<file path="src/hdl/anpr_pkg.sv">
// register map, field positions and reset values of the autoneg page regs
// assumes a plain register port with a single 16-bit word per address
package anpr_pkg;
	localparam logic [4:0] ANPR_OFS_PARTNER = 5'h05;
	localparam logic [4:0] ANPR_OFS_EXPAN = 5'h06;
	localparam logic [4:0] ANPR_OFS_NEXTPG = 5'h07;
	localparam logic [4:0] ANPR_OFS_IRQ_STAT = 5'h10;
	localparam logic [4:0] ANPR_OFS_IRQ_MASK = 5'h11;
	localparam int ANPR_BIT_NP = 15;
	localparam int ANPR_BIT_ACK = 14;
	localparam int ANPR_BIT_RF = 13;
	localparam int ANPR_BIT_MP = 13;
	localparam int ANPR_BIT_ACK2 = 12;
	localparam int ANPR_BIT_TOG = 11;
	localparam int ANPR_BIT_PDF = 4;
	localparam int ANPR_BIT_LPNP = 3;
	localparam int ANPR_BIT_LDNP = 2;
	localparam int ANPR_BIT_PR = 1;
	localparam int ANPR_BIT_LPAN = 0;
	// partner ability keeps 15..13 and 11..0, bit 12 reserved
	localparam logic [15:0] ANPR_PARTNER_MASK = 16'hEFFF;
	// writable next-page bits: 15, 13, 12, 10:0
	localparam logic [15:0] ANPR_NEXTPG_WMASK = 16'hB7FF;
	localparam logic [15:0] ANPR_NEXTPG_RST = 16'h2001;
	localparam logic [15:0] ANPR_PARTNER_RST = 16'h0000;
	localparam logic [4:0] ANPR_SEL_ETH = 5'h01;
	// irq status bits: 0 page received, 1 parallel fault
	localparam int ANPR_IRQ_PR = 0;
	localparam int ANPR_IRQ_PDF = 1;
endpackage

</file>
<file path="src/hdl/anpr_regs.sv">
// partner ability, expansion and local next-page registers
// assumes page events come from the arbitration logic on the same clock
module anpr_regs
	import anpr_pkg::*;
(
	input wire logic CLK_SYS,
	input wire logic RESETN,
	input wire logic [4:0] ADDR,
	input wire logic [15:0] WDATA,
	input wire logic WR,
	input wire logic RD,
	output logic [15:0] RDATA,
	input wire logic PAGE_RX,
	input wire logic PAGE_IS_BASE,
	input wire logic [15:0] PAGE_WORD,
	input wire logic PAR_DET_FAULT,
	input wire logic PARTNER_AN_ABLE,
	input wire logic NP_SENT,
	input wire logic NP_SENT_TOGGLE,
	output logic [15:0] NP_WORD,
	output logic IRQ
);
	logic [15:0] partner, next_partner;
	logic [15:0] nextpg, next_nextpg;
	logic pdf, next_pdf, pr, next_pr, tog, next_tog;
	logic [1:0] istat, next_istat, imask, next_imask;
	logic [15:0] rdata, next_rdata;
	logic [15:0] expan;

	// helper that decides whether an access hits a given register; the read and write cases compare ADDR directly
	function automatic logic addr_hit(input logic [4:0] a,
		input logic [4:0] ofs);
		addr_hit = (a == ofs);
	endfunction

	// expansion view, bit 2 tied high, bit 3 from partner base page
	always_comb begin
		expan = 16'h0000;
		expan[ANPR_BIT_PDF] = pdf;
		expan[ANPR_BIT_LPNP] = partner[ANPR_BIT_NP];
		expan[ANPR_BIT_LDNP] = 1'b1;
		expan[ANPR_BIT_PR] = pr;
		expan[ANPR_BIT_LPAN] = PARTNER_AN_ABLE;
	end

	// next state of all registers; events win over read-clear
	always_comb begin
		next_partner = partner;
		next_nextpg = nextpg;
		next_pdf = pdf;
		next_pr = pr;
		next_tog = tog;
		next_istat = istat;
		next_imask = imask;
		next_rdata = 16'h0000;
		if (PAGE_RX && PAGE_IS_BASE)
			next_partner = PAGE_WORD & ANPR_PARTNER_MASK;
		if (NP_SENT)
			next_tog = ~NP_SENT_TOGGLE;
		if (RD) begin
			case (ADDR)
				ANPR_OFS_PARTNER: next_rdata = partner;
				ANPR_OFS_EXPAN: next_rdata = expan;
				ANPR_OFS_NEXTPG: next_rdata = NP_WORD;
				ANPR_OFS_IRQ_STAT: next_rdata = {14'h0000, istat};
				ANPR_OFS_IRQ_MASK: next_rdata = {14'h0000, imask};
				default: next_rdata = 16'h0000;
			endcase
			if (addr_hit(ADDR, ANPR_OFS_EXPAN)) begin
				next_pdf = 1'b0;
				next_pr = 1'b0;
			end
		end
		if (WR) begin
			case (ADDR)
				ANPR_OFS_NEXTPG: next_nextpg = WDATA & ANPR_NEXTPG_WMASK;
				ANPR_OFS_IRQ_STAT: next_istat = istat & ~WDATA[1:0];
				ANPR_OFS_IRQ_MASK: next_imask = WDATA[1:0];
				default: next_imask = imask;
			endcase
		end
		if (PAR_DET_FAULT) begin
			next_pdf = 1'b1;
			next_istat[ANPR_IRQ_PDF] = 1'b1;
		end
		if (PAGE_RX) begin
			next_pr = 1'b1;
			next_istat[ANPR_IRQ_PR] = 1'b1;
		end
	end

	// registers; reset clears latched bits and loads the null message
	always_ff @(posedge CLK_SYS or negedge RESETN) begin
		if (!RESETN) begin
			partner <= ANPR_PARTNER_RST;
			nextpg <= ANPR_NEXTPG_RST;
			pdf <= 1'b0;
			pr <= 1'b0;
			tog <= 1'b0;
			istat <= 2'h0;
			imask <= 2'h0;
			rdata <= 16'h0000;
		end else begin
			partner <= next_partner;
			nextpg <= next_nextpg;
			pdf <= next_pdf;
			pr <= next_pr;
			tog <= next_tog;
			istat <= next_istat;
			imask <= next_imask;
			rdata <= next_rdata;
		end
	end

	// toggle is merged live so the word sent always carries it
	always_comb begin
		NP_WORD = nextpg;
		NP_WORD[ANPR_BIT_TOG] = tog;
	end
	assign RDATA = rdata;
	assign IRQ = |(istat & imask);

	a_partner_update: assert property (@(posedge CLK_SYS) disable iff (!RESETN)
		PAGE_RX && PAGE_IS_BASE |=> partner == ($past(PAGE_WORD) & ANPR_PARTNER_MASK))
		else $error("partner ability not captured");
	a_partner_hold: assert property (@(posedge CLK_SYS) disable iff (!RESETN)
		!(PAGE_RX && PAGE_IS_BASE) |=> $stable(partner))
		else $error("partner ability changed without page");
	a_pdf_latch: assert property (@(posedge CLK_SYS) disable iff (!RESETN)
		PAR_DET_FAULT ##1 RD && ADDR == ANPR_OFS_EXPAN |=> RDATA[ANPR_BIT_PDF])
		else $error("parallel fault not latched");
	a_pr_clear: assert property (@(posedge CLK_SYS) disable iff (!RESETN)
		RD && ADDR == ANPR_OFS_EXPAN && !PAGE_RX ##1 RD && ADDR == ANPR_OFS_EXPAN
		&& !PAGE_RX |=> !RDATA[ANPR_BIT_PR])
		else $error("page received not cleared by read");
	a_pr_latch: assert property (@(posedge CLK_SYS) disable iff (!RESETN)
		PAGE_RX |=> pr)
		else $error("page received lost");
	a_local_np: assert property (@(posedge CLK_SYS) disable iff (!RESETN)
		RD && ADDR == ANPR_OFS_EXPAN |=> RDATA[ANPR_BIT_LDNP])
		else $error("local next page bit not one");
	a_toggle_inv: assert property (@(posedge CLK_SYS) disable iff (!RESETN)
		NP_SENT |=> NP_WORD[ANPR_BIT_TOG] != $past(NP_SENT_TOGGLE))
		else $error("toggle not inverted");
	a_np_write: assert property (@(posedge CLK_SYS) disable iff (!RESETN)
		WR && ADDR == ANPR_OFS_NEXTPG |=> (NP_WORD & ANPR_NEXTPG_WMASK)
		== ($past(WDATA) & ANPR_NEXTPG_WMASK))
		else $error("next page write not taken");
	a_lp_np: assert property (@(posedge CLK_SYS) disable iff (!RESETN)
		PAGE_RX && PAGE_IS_BASE
		|=> expan[ANPR_BIT_LPNP] == $past(PAGE_WORD[ANPR_BIT_NP]))
		else $error("partner next page ability wrong");

	// read data only in the cycle after a read, zero otherwise
	a_rdata_quiet: assert property (@(posedge CLK_SYS)
		disable iff (!RESETN)
		!RD |=> RDATA == 16'h0000)
		else $error("read data not zero when idle");

	// partner ability read returns the stored word
	a_partner_read: assert property (@(posedge CLK_SYS)
		disable iff (!RESETN)
		RD && addr_hit(ADDR, ANPR_OFS_PARTNER) |=> RDATA == $past(partner))
		else $error("partner ability read wrong");

	// reserved partner bit never reads one
	a_partner_rsvd: assert property (@(posedge CLK_SYS)
		disable iff (!RESETN)
		RD && addr_hit(ADDR, ANPR_OFS_PARTNER) |=> !RDATA[12])
		else $error("partner reserved bit set");

	// next-page request bit follows the base page
	a_partner_np: assert property (@(posedge CLK_SYS)
		disable iff (!RESETN)
		PAGE_RX && PAGE_IS_BASE
		|=> ((partner ^ $past(PAGE_WORD)) & 16'h8000) == 16'h0000)
		else $error("partner next page bit wrong");

	// acknowledge bit follows the base page
	a_partner_ack: assert property (@(posedge CLK_SYS)
		disable iff (!RESETN)
		PAGE_RX && PAGE_IS_BASE
		|=> ((partner ^ $past(PAGE_WORD)) & 16'h4000) == 16'h0000)
		else $error("partner acknowledge bit wrong");

	// remote fault bit follows the base page
	a_partner_rf: assert property (@(posedge CLK_SYS)
		disable iff (!RESETN)
		PAGE_RX && PAGE_IS_BASE
		|=> ((partner ^ $past(PAGE_WORD)) & 16'h2000) == 16'h0000)
		else $error("partner remote fault bit wrong");

	// both pause bits follow the base page
	a_partner_pause: assert property (@(posedge CLK_SYS)
		disable iff (!RESETN)
		PAGE_RX && PAGE_IS_BASE
		|=> ((partner ^ $past(PAGE_WORD)) & 16'h0C00) == 16'h0000)
		else $error("partner pause bits wrong");

	// technology abilities follow the base page
	a_partner_tech: assert property (@(posedge CLK_SYS)
		disable iff (!RESETN)
		PAGE_RX && PAGE_IS_BASE
		|=> ((partner ^ $past(PAGE_WORD)) & 16'h03E0) == 16'h0000)
		else $error("partner technology bits wrong");

	// selector field follows the base page
	a_partner_sel: assert property (@(posedge CLK_SYS)
		disable iff (!RESETN)
		PAGE_RX && PAGE_IS_BASE
		|=> ((partner ^ $past(PAGE_WORD)) & 16'h001F) == 16'h0000)
		else $error("partner selector wrong");

	// upper expansion bits are reserved
	a_expan_rsvd: assert property (@(posedge CLK_SYS)
		disable iff (!RESETN)
		RD && addr_hit(ADDR, ANPR_OFS_EXPAN) |=> RDATA[15:5] == 11'h000)
		else $error("expansion reserved bits set");

	// partner autoneg ability is shown live
	a_expan_lpan: assert property (@(posedge CLK_SYS)
		disable iff (!RESETN)
		RD && addr_hit(ADDR, ANPR_OFS_EXPAN)
		|=> RDATA[ANPR_BIT_LPAN] == $past(PARTNER_AN_ABLE))
		else $error("partner autoneg ability wrong");

	// partner next-page ability as read
	a_expan_lpnp: assert property (@(posedge CLK_SYS)
		disable iff (!RESETN)
		RD && addr_hit(ADDR, ANPR_OFS_EXPAN)
		|=> RDATA[ANPR_BIT_LPNP] == $past(partner[ANPR_BIT_NP]))
		else $error("partner next page ability read wrong");

	// a fault always latches, whatever else happens
	a_pdf_set: assert property (@(posedge CLK_SYS)
		disable iff (!RESETN)
		PAR_DET_FAULT |=> pdf)
		else $error("parallel fault not set");

	// latched fault survives anything but an expansion read
	a_pdf_hold: assert property (@(posedge CLK_SYS)
		disable iff (!RESETN)
		pdf && !(RD && addr_hit(ADDR, ANPR_OFS_EXPAN)) |=> pdf)
		else $error("parallel fault lost");

	// fault bit never rises without an event
	a_pdf_no_event: assert property (@(posedge CLK_SYS)
		disable iff (!RESETN)
		!pdf && !PAR_DET_FAULT |=> !pdf)
		else $error("parallel fault set without event");

	// expansion read clears the fault bit
	a_pdf_read_clr: assert property (@(posedge CLK_SYS)
		disable iff (!RESETN)
		RD && addr_hit(ADDR, ANPR_OFS_EXPAN) && !PAR_DET_FAULT |=> !pdf)
		else $error("parallel fault not cleared by read");

	// latched page flag survives anything but an expansion read
	a_pr_hold: assert property (@(posedge CLK_SYS)
		disable iff (!RESETN)
		pr && !(RD && addr_hit(ADDR, ANPR_OFS_EXPAN)) |=> pr)
		else $error("page received lost");

	// page flag never rises without a page
	a_pr_no_event: assert property (@(posedge CLK_SYS)
		disable iff (!RESETN)
		!pr && !PAGE_RX |=> !pr)
		else $error("page received without page");

	// expansion read clears the page flag
	a_pr_read_clr: assert property (@(posedge CLK_SYS)
		disable iff (!RESETN)
		RD && addr_hit(ADDR, ANPR_OFS_EXPAN) && !PAGE_RX |=> !pr)
		else $error("page received not cleared");

	// next-page read returns the word being sent
	a_np_read: assert property (@(posedge CLK_SYS)
		disable iff (!RESETN)
		RD && addr_hit(ADDR, ANPR_OFS_NEXTPG) |=> RDATA == $past(NP_WORD))
		else $error("next page read wrong");

	// reserved next-page bit stays zero
	a_np_rsvd: assert property (@(posedge CLK_SYS)
		disable iff (!RESETN)
		!NP_WORD[14])
		else $error("next page reserved bit set");

	// next-page bit 15 written as given
	a_np_more: assert property (@(posedge CLK_SYS)
		disable iff (!RESETN)
		WR && addr_hit(ADDR, ANPR_OFS_NEXTPG)
		|=> nextpg[ANPR_BIT_NP] == $past(WDATA[ANPR_BIT_NP]))
		else $error("next page more bit wrong");

	// message page select written as given
	a_np_mp_write: assert property (@(posedge CLK_SYS)
		disable iff (!RESETN)
		WR && addr_hit(ADDR, ANPR_OFS_NEXTPG)
		|=> nextpg[ANPR_BIT_MP] == $past(WDATA[ANPR_BIT_MP]))
		else $error("message page bit wrong");

	// comply flag written as given
	a_np_ack2_write: assert property (@(posedge CLK_SYS)
		disable iff (!RESETN)
		WR && addr_hit(ADDR, ANPR_OFS_NEXTPG)
		|=> nextpg[ANPR_BIT_ACK2] == $past(WDATA[ANPR_BIT_ACK2]))
		else $error("comply bit wrong");

	// code field written as given
	a_np_code_write: assert property (@(posedge CLK_SYS)
		disable iff (!RESETN)
		WR && addr_hit(ADDR, ANPR_OFS_NEXTPG)
		|=> nextpg[10:0] == $past(WDATA[10:0]))
		else $error("next page code wrong");

	// next-page word only changes on a write to it
	a_np_hold: assert property (@(posedge CLK_SYS)
		disable iff (!RESETN)
		!(WR && addr_hit(ADDR, ANPR_OFS_NEXTPG)) |=> $stable(nextpg))
		else $error("next page word changed unasked");

	// toggle only moves when a page is exchanged
	a_tog_hold: assert property (@(posedge CLK_SYS)
		disable iff (!RESETN)
		!NP_SENT |=> $stable(tog))
		else $error("toggle moved without exchange");

	// unmasked page event raises the interrupt
	a_irq_page: assert property (@(posedge CLK_SYS)
		disable iff (!RESETN)
		PAGE_RX && imask[ANPR_IRQ_PR]
		&& !(WR && addr_hit(ADDR, ANPR_OFS_IRQ_MASK)) |=> IRQ)
		else $error("page interrupt missing");

	// unmasked fault event raises the interrupt
	a_irq_fault: assert property (@(posedge CLK_SYS)
		disable iff (!RESETN)
		PAR_DET_FAULT && imask[ANPR_IRQ_PDF]
		&& !(WR && addr_hit(ADDR, ANPR_OFS_IRQ_MASK)) |=> IRQ)
		else $error("fault interrupt missing");

	// fully masked status never interrupts
	a_irq_masked: assert property (@(posedge CLK_SYS)
		disable iff (!RESETN)
		imask == 2'h0 |-> !IRQ)
		else $error("interrupt while masked");

	// write one clears a status bit when no event competes
	a_stat_w1c: assert property (@(posedge CLK_SYS)
		disable iff (!RESETN)
		WR && addr_hit(ADDR, ANPR_OFS_IRQ_STAT) && !PAGE_RX && !PAR_DET_FAULT
		|=> ({14'h0000, istat} & $past(WDATA)) == 16'h0000)
		else $error("status bit not cleared");

	// status read returns the sticky bits
	a_stat_read: assert property (@(posedge CLK_SYS)
		disable iff (!RESETN)
		RD && addr_hit(ADDR, ANPR_OFS_IRQ_STAT)
		|=> RDATA == {14'h0000, $past(istat)})
		else $error("status read wrong");

	// mask write lands as given
	a_mask_write: assert property (@(posedge CLK_SYS)
		disable iff (!RESETN)
		WR && addr_hit(ADDR, ANPR_OFS_IRQ_MASK) |=> imask == $past(WDATA[1:0]))
		else $error("mask write wrong");

	// mask read returns the mask
	a_mask_read: assert property (@(posedge CLK_SYS)
		disable iff (!RESETN)
		RD && addr_hit(ADDR, ANPR_OFS_IRQ_MASK)
		|=> RDATA == {14'h0000, $past(imask)})
		else $error("mask read wrong");

	// unmapped addresses read zero
	a_unmapped_read: assert property (@(posedge CLK_SYS)
		disable iff (!RESETN)
		RD && ADDR != ANPR_OFS_PARTNER && ADDR != ANPR_OFS_EXPAN
		&& ADDR != ANPR_OFS_NEXTPG && ADDR != ANPR_OFS_IRQ_STAT
		&& ADDR != ANPR_OFS_IRQ_MASK |=> RDATA == 16'h0000)
		else $error("unmapped read not zero");

	c_base_page: cover property (@(posedge CLK_SYS) PAGE_RX && PAGE_IS_BASE);
	c_pdf_read: cover property (@(posedge CLK_SYS) PAR_DET_FAULT ##1 RD);
	c_np_write: cover property (@(posedge CLK_SYS) WR && ADDR == ANPR_OFS_NEXTPG);
	c_irq: cover property (@(posedge CLK_SYS) IRQ);
	c_np_sent: cover property (@(posedge CLK_SYS) NP_SENT);
endmodule

</file>
<file path="config.mk">
export PLATFORM = sky130hd
export DESIGN_NAME = anpr_regs
export DESIGN_NICKNAME = d
export VERILOG_FILES = /design/src/hdl/anpr_pkg.sv /design/src/hdl/anpr_regs.sv
export SDC_FILE = /design/constraint.sdc
export NUM_CORES = 1
export LEC_CHECK = 0
export BUFFER_PORTS_ARGS = -buffer_cell sky130_fd_sc_hd__buf_2
export CORE_ASPECT_RATIO = 0.8
export CORE_MARGIN = 2
export CORE_UTILIZATION = 56
export CTS_BUF_LIST = sky130_fd_sc_hd__clkbuf_8
export DETAILED_ROUTE_END_ITERATION = 8
export GPL_ROUTABILITY_DRIVEN = 1
export PLACE_DENSITY_LB_ADDON = 0.3
export SYNTH_ARGS = -nofsm -noshare
export SYNTH_HDL_FRONTEND = slang
export SYNTH_SLANG_ARGS = --single-unit
</file>
<file path="constraint.sdc">
create_clock -name CLK_SYS -period 1.77 [get_ports CLK_SYS]
set_input_delay 0.177 -clock CLK_SYS [delete_from_list [all_inputs] [get_ports CLK_SYS]]
set_output_delay 0.177 -clock CLK_SYS [all_outputs]
set_load 0.005 [all_outputs]
</file>
==> summary.md <==
| Metric | Value |
|---|---|
| Status | finished, final reports clean |
| CTS tree | done |
| Final WL | around 4.8 mm |
| Largest net degree at the start of global routing | 31 |
| Slew at the pin closest to its max-slew limit | 0.5518 ns |
| Clk root buf | clkbuf_8 |
| Sequential-to-total area share from yosys stat | 0.5599 |
| Number of global-route vias before repair | 1586 |
| Syn-to-layout area delta | 25.26% |
| Yosys top cell by area | dfrtp_1 |
| GRT overflow | 0 |
| Via count | approximately 1700 |
| Gp weighted congestion | between 0.7 and 0.8 |
| Critical register-to-register path startpoint | imask[1] |
| Critical Path Fanout Max | 3 |
| Top-Level Pins | 80 |
| Synth warn | 0 |
| Post-DP HPWL | between 3 and 4 mm |
| Cell count after synthesis | 180 |
| RR Endpoint | RDATA[1] |
| Relative slew slack | 0.6321 |
| Synth Cell Area | 2328 um^2 |
| Drt pass-1 iters | 4 |
| DRT iter0 DRCs | between 50 and 60 |
| Reg2Reg Setup Slack | 0.79 ns |
| Mapped Nets | about 230 |
| Max IR drop VDD | roughly 0.00066 V |
| PD cells | approximately 930 nW/um^2 |
| CP arrival | 1.05 ns |
| Setup crit start kind | register |
| Core area | 3904 um^2 |
| Syn avg cell area | 12.94 um^2 |
| Total CTS buffers | 5 |
| Die width | about 76 um |
| Setup skew after layout | between 0.006 and 0.007 ns |
| Hold Path Depth | 2 |
| ANT cells | 0 |
| Worst reg2reg path depth | 3 |
| WL per Instance | around 15 um |
| FILL cells | 279 |
| Die area | 4693 um^2 |
| Setup repair bufs after CTS | 0 |
| LEAKAGE | approximately 0.0014 uW |
| TNS Setup | 0 ns |
| Via density per instance | ~5.3 |
| Min-Delay Path Class | in2reg |
| GRT Util Overall | 0.2210 |
| Reg area | approximately 1300 um^2 |
| CTS H-tree depth | 2 |
| Finish-stage setup viols | 0 |
| Yosys reg bits | 52 |
| Top cells by area in the synthesized netlist | dfrtp_1 (54%), mux2_2 (11%), mux2_4 (6.4%) |
| ANT nets after route | 0 |
| Critical path class | reg2out |
| Number of port buffers | 75 |
| Nets@finish | around 310 |
| FMAX | between 800 and 900 MHz |
| Antenna violations before repair | 0 |
| Sink Count | between 50 and 60 |
| First-pass GRT wire length | ~7.8 mm |
| WHS Endpoint | tog |
| Slew Viols, Final | 0 |
| Tcrit/Tclk final | 0.6925 |
| Total power | ~2700 uW |
| Die Ht | slightly above 60 um |
| Synth unique cells | 36 |
| Layout cell share with drive strength beyond 1 | 0.5134 |
| Row Count | 20 |
| Max-Cap Viols | 0 |
| RSZ-0062 raised after global routing | false |
| Multi-input logic area | 917.1 um^2 |
| Hold Startpoint | NP_SENT_TOGGLE |
| Crit path capture type | output port |
| DRC violations left | 0 |
| Tmin final | ~1.2 ns |
| CTS max path bufs | 2 |
| Fin. Hold Viols | 0 |
| Share of the synthesized area in the top cell type | 0.5373 |
| Clock Pin Slew Worst Setup and Hold Paths | approximately 0.090 ns |
| Data required, critical path | around 1.6 ns |
| Clock Latency Late Sink | 0.30 ns |
| Initial core utilization | 0.5965 |
==> power breakdown <==
group / internal [uW] / switching [uW] / leakage (uW)
Clock: 499 / 362 / 0.0000645
Sequential: 1320 / 90.5 / 0.000646
Combinational: 252 / 175 / 0.000694
==> layer usage <==
layer	GRT usage	up-vias	wire, um	part of all wire
met5	0	-	0	0
li1	-	810	-	-
met4	0.07013	0	42	0.0087
met1	0.3166	794	2371	0.49
met3	0.04106	5	223	0.046
met2	0.3533	56	2197	0.45
==> area by class of cell <==
cell class / instances / share of cell area
flip-flops and latches: 52 / 0.4470
multi-input cells: 111 / 0.3145
repair buffers: 86 / 0.1665
clock buffers: 7 / 0.03303
well taps: 55 / 0.02360
clock inverters: 1 / 0.01030
inverters: 4 / 0.005148
==> how the worst max path moves through the flow <==
stage	from	end	depth (start not counted)
2_1_floorplan	ADDR[0]	nextpg[10]	5
3_3_place_gp	ADDR[0]	nextpg[1]	5
3_5_place_dp	ADDR[0]	nextpg[1]	5
4_1_cts	istat[1]	IRQ	2
5_1_grt	istat[1]	IRQ	2
6_report	istat[1]	IRQ	2
==> cells by family (layout without fill, tap and decap cells) <==
group	count (synthesis)	in the layout	share of synthesized area
flops	52	52	0.5599
simple gates	50	50	0.1338
mux	35	35	0.1854
compound gates	25	25	0.07307
buf+inv	17	98	0.04621
other cells	1	1	0.001610
==> flip-flops by register name (all words and copies together) (netlist names) <==
register  flops
RDATA        16
imask         2
partner      15
nextpg       14
pr            1
istat         2
tog           1
pdf           1
==> metrics by stage <==
step	utilization	area (um^2)	worst slack [ns]	hold WS, ns	instances
floorplan	-	2328	0.5825	-0.1186	180
global placement	0.7122	2780	0.3178	0.1767	307
detailed placement	0.7122	2780	0.3100	0.1810	307
CTS	0.7471	2917	0.5375	0.02823	316
global route	0.7471	2917	0.5064	0.03649	316
finish	0.7471	2917	0.5443	0.03918	316
==> critical path, stage by stage, from the launching register on <==
cell     delay (ns)
dfrtp_1        0.40
a22o_1         0.23
buf_2          0.12
==> layout by cell type (no fill, tap or decap), types with 2 or more instances in the layout <==
cell type / Yosys / routed
a211oi_1: 9 / 9
dfrtp_1: 50 / 50
and4_1: 3 / 3
dfstp_2: 2 / 2
nand2_1: 6 / 6
a31oi_1: 2 / 2
nand4_1: 2 / 2
and3b_1: 4 / 4
inv_1: 4 / 4
a21oi_1: 5 / 5
buf_4: 4 / 8
clkbuf_8: 0 / 7
mux2_2: 23 / 23
nor2_1: 3 / 3
buf_2: 4 / 75
mux2_1: 2 / 2
buf_12: 1 / 2
a21o_1: 2 / 2
nand3_1: 23 / 23
a311oi_1: 2 / 2
mux2_4: 10 / 10
o21ai_1: 2 / 2
==> timing repair <==
action | 4_1_cts | 5_1_grt
setup endpoints to repair | 0 | 0
hold endpoints to repair | 21 | 0
gates resized for setup | 0 | 0
hold buffers | 1 | 0
==> cells in the mapped netlist <==
cell type and n:
and4_1 3, nor3b_2 1, buf_2 4, dfrtp_1 50, a21oi_1 5, nand3_1 23
nor2b_1 1, buf_12 1, and3b_1 4, inv_1 4, buf_6 1, nand2_1 6
clkbuf_1 3, o2111ai_1 1, a211oi_1 9, nor3_1 1, o21ai_0 1, nor2b_2 1
nand4_1 2, mux2_1 2, nand3b_1 1, nor3b_4 1, conb_1 1, mux2_2 23
a21o_1 2, dfstp_2 2, nor4b_2 1, a311oi_1 2, o21ai_1 2, a31oi_1 2
mux2_4 10, a22o_1 1, nor2_1 3, or2_2 1, buf_4 4, and2_4 1
Note: power is estimated with default switching activity, not from simulation.
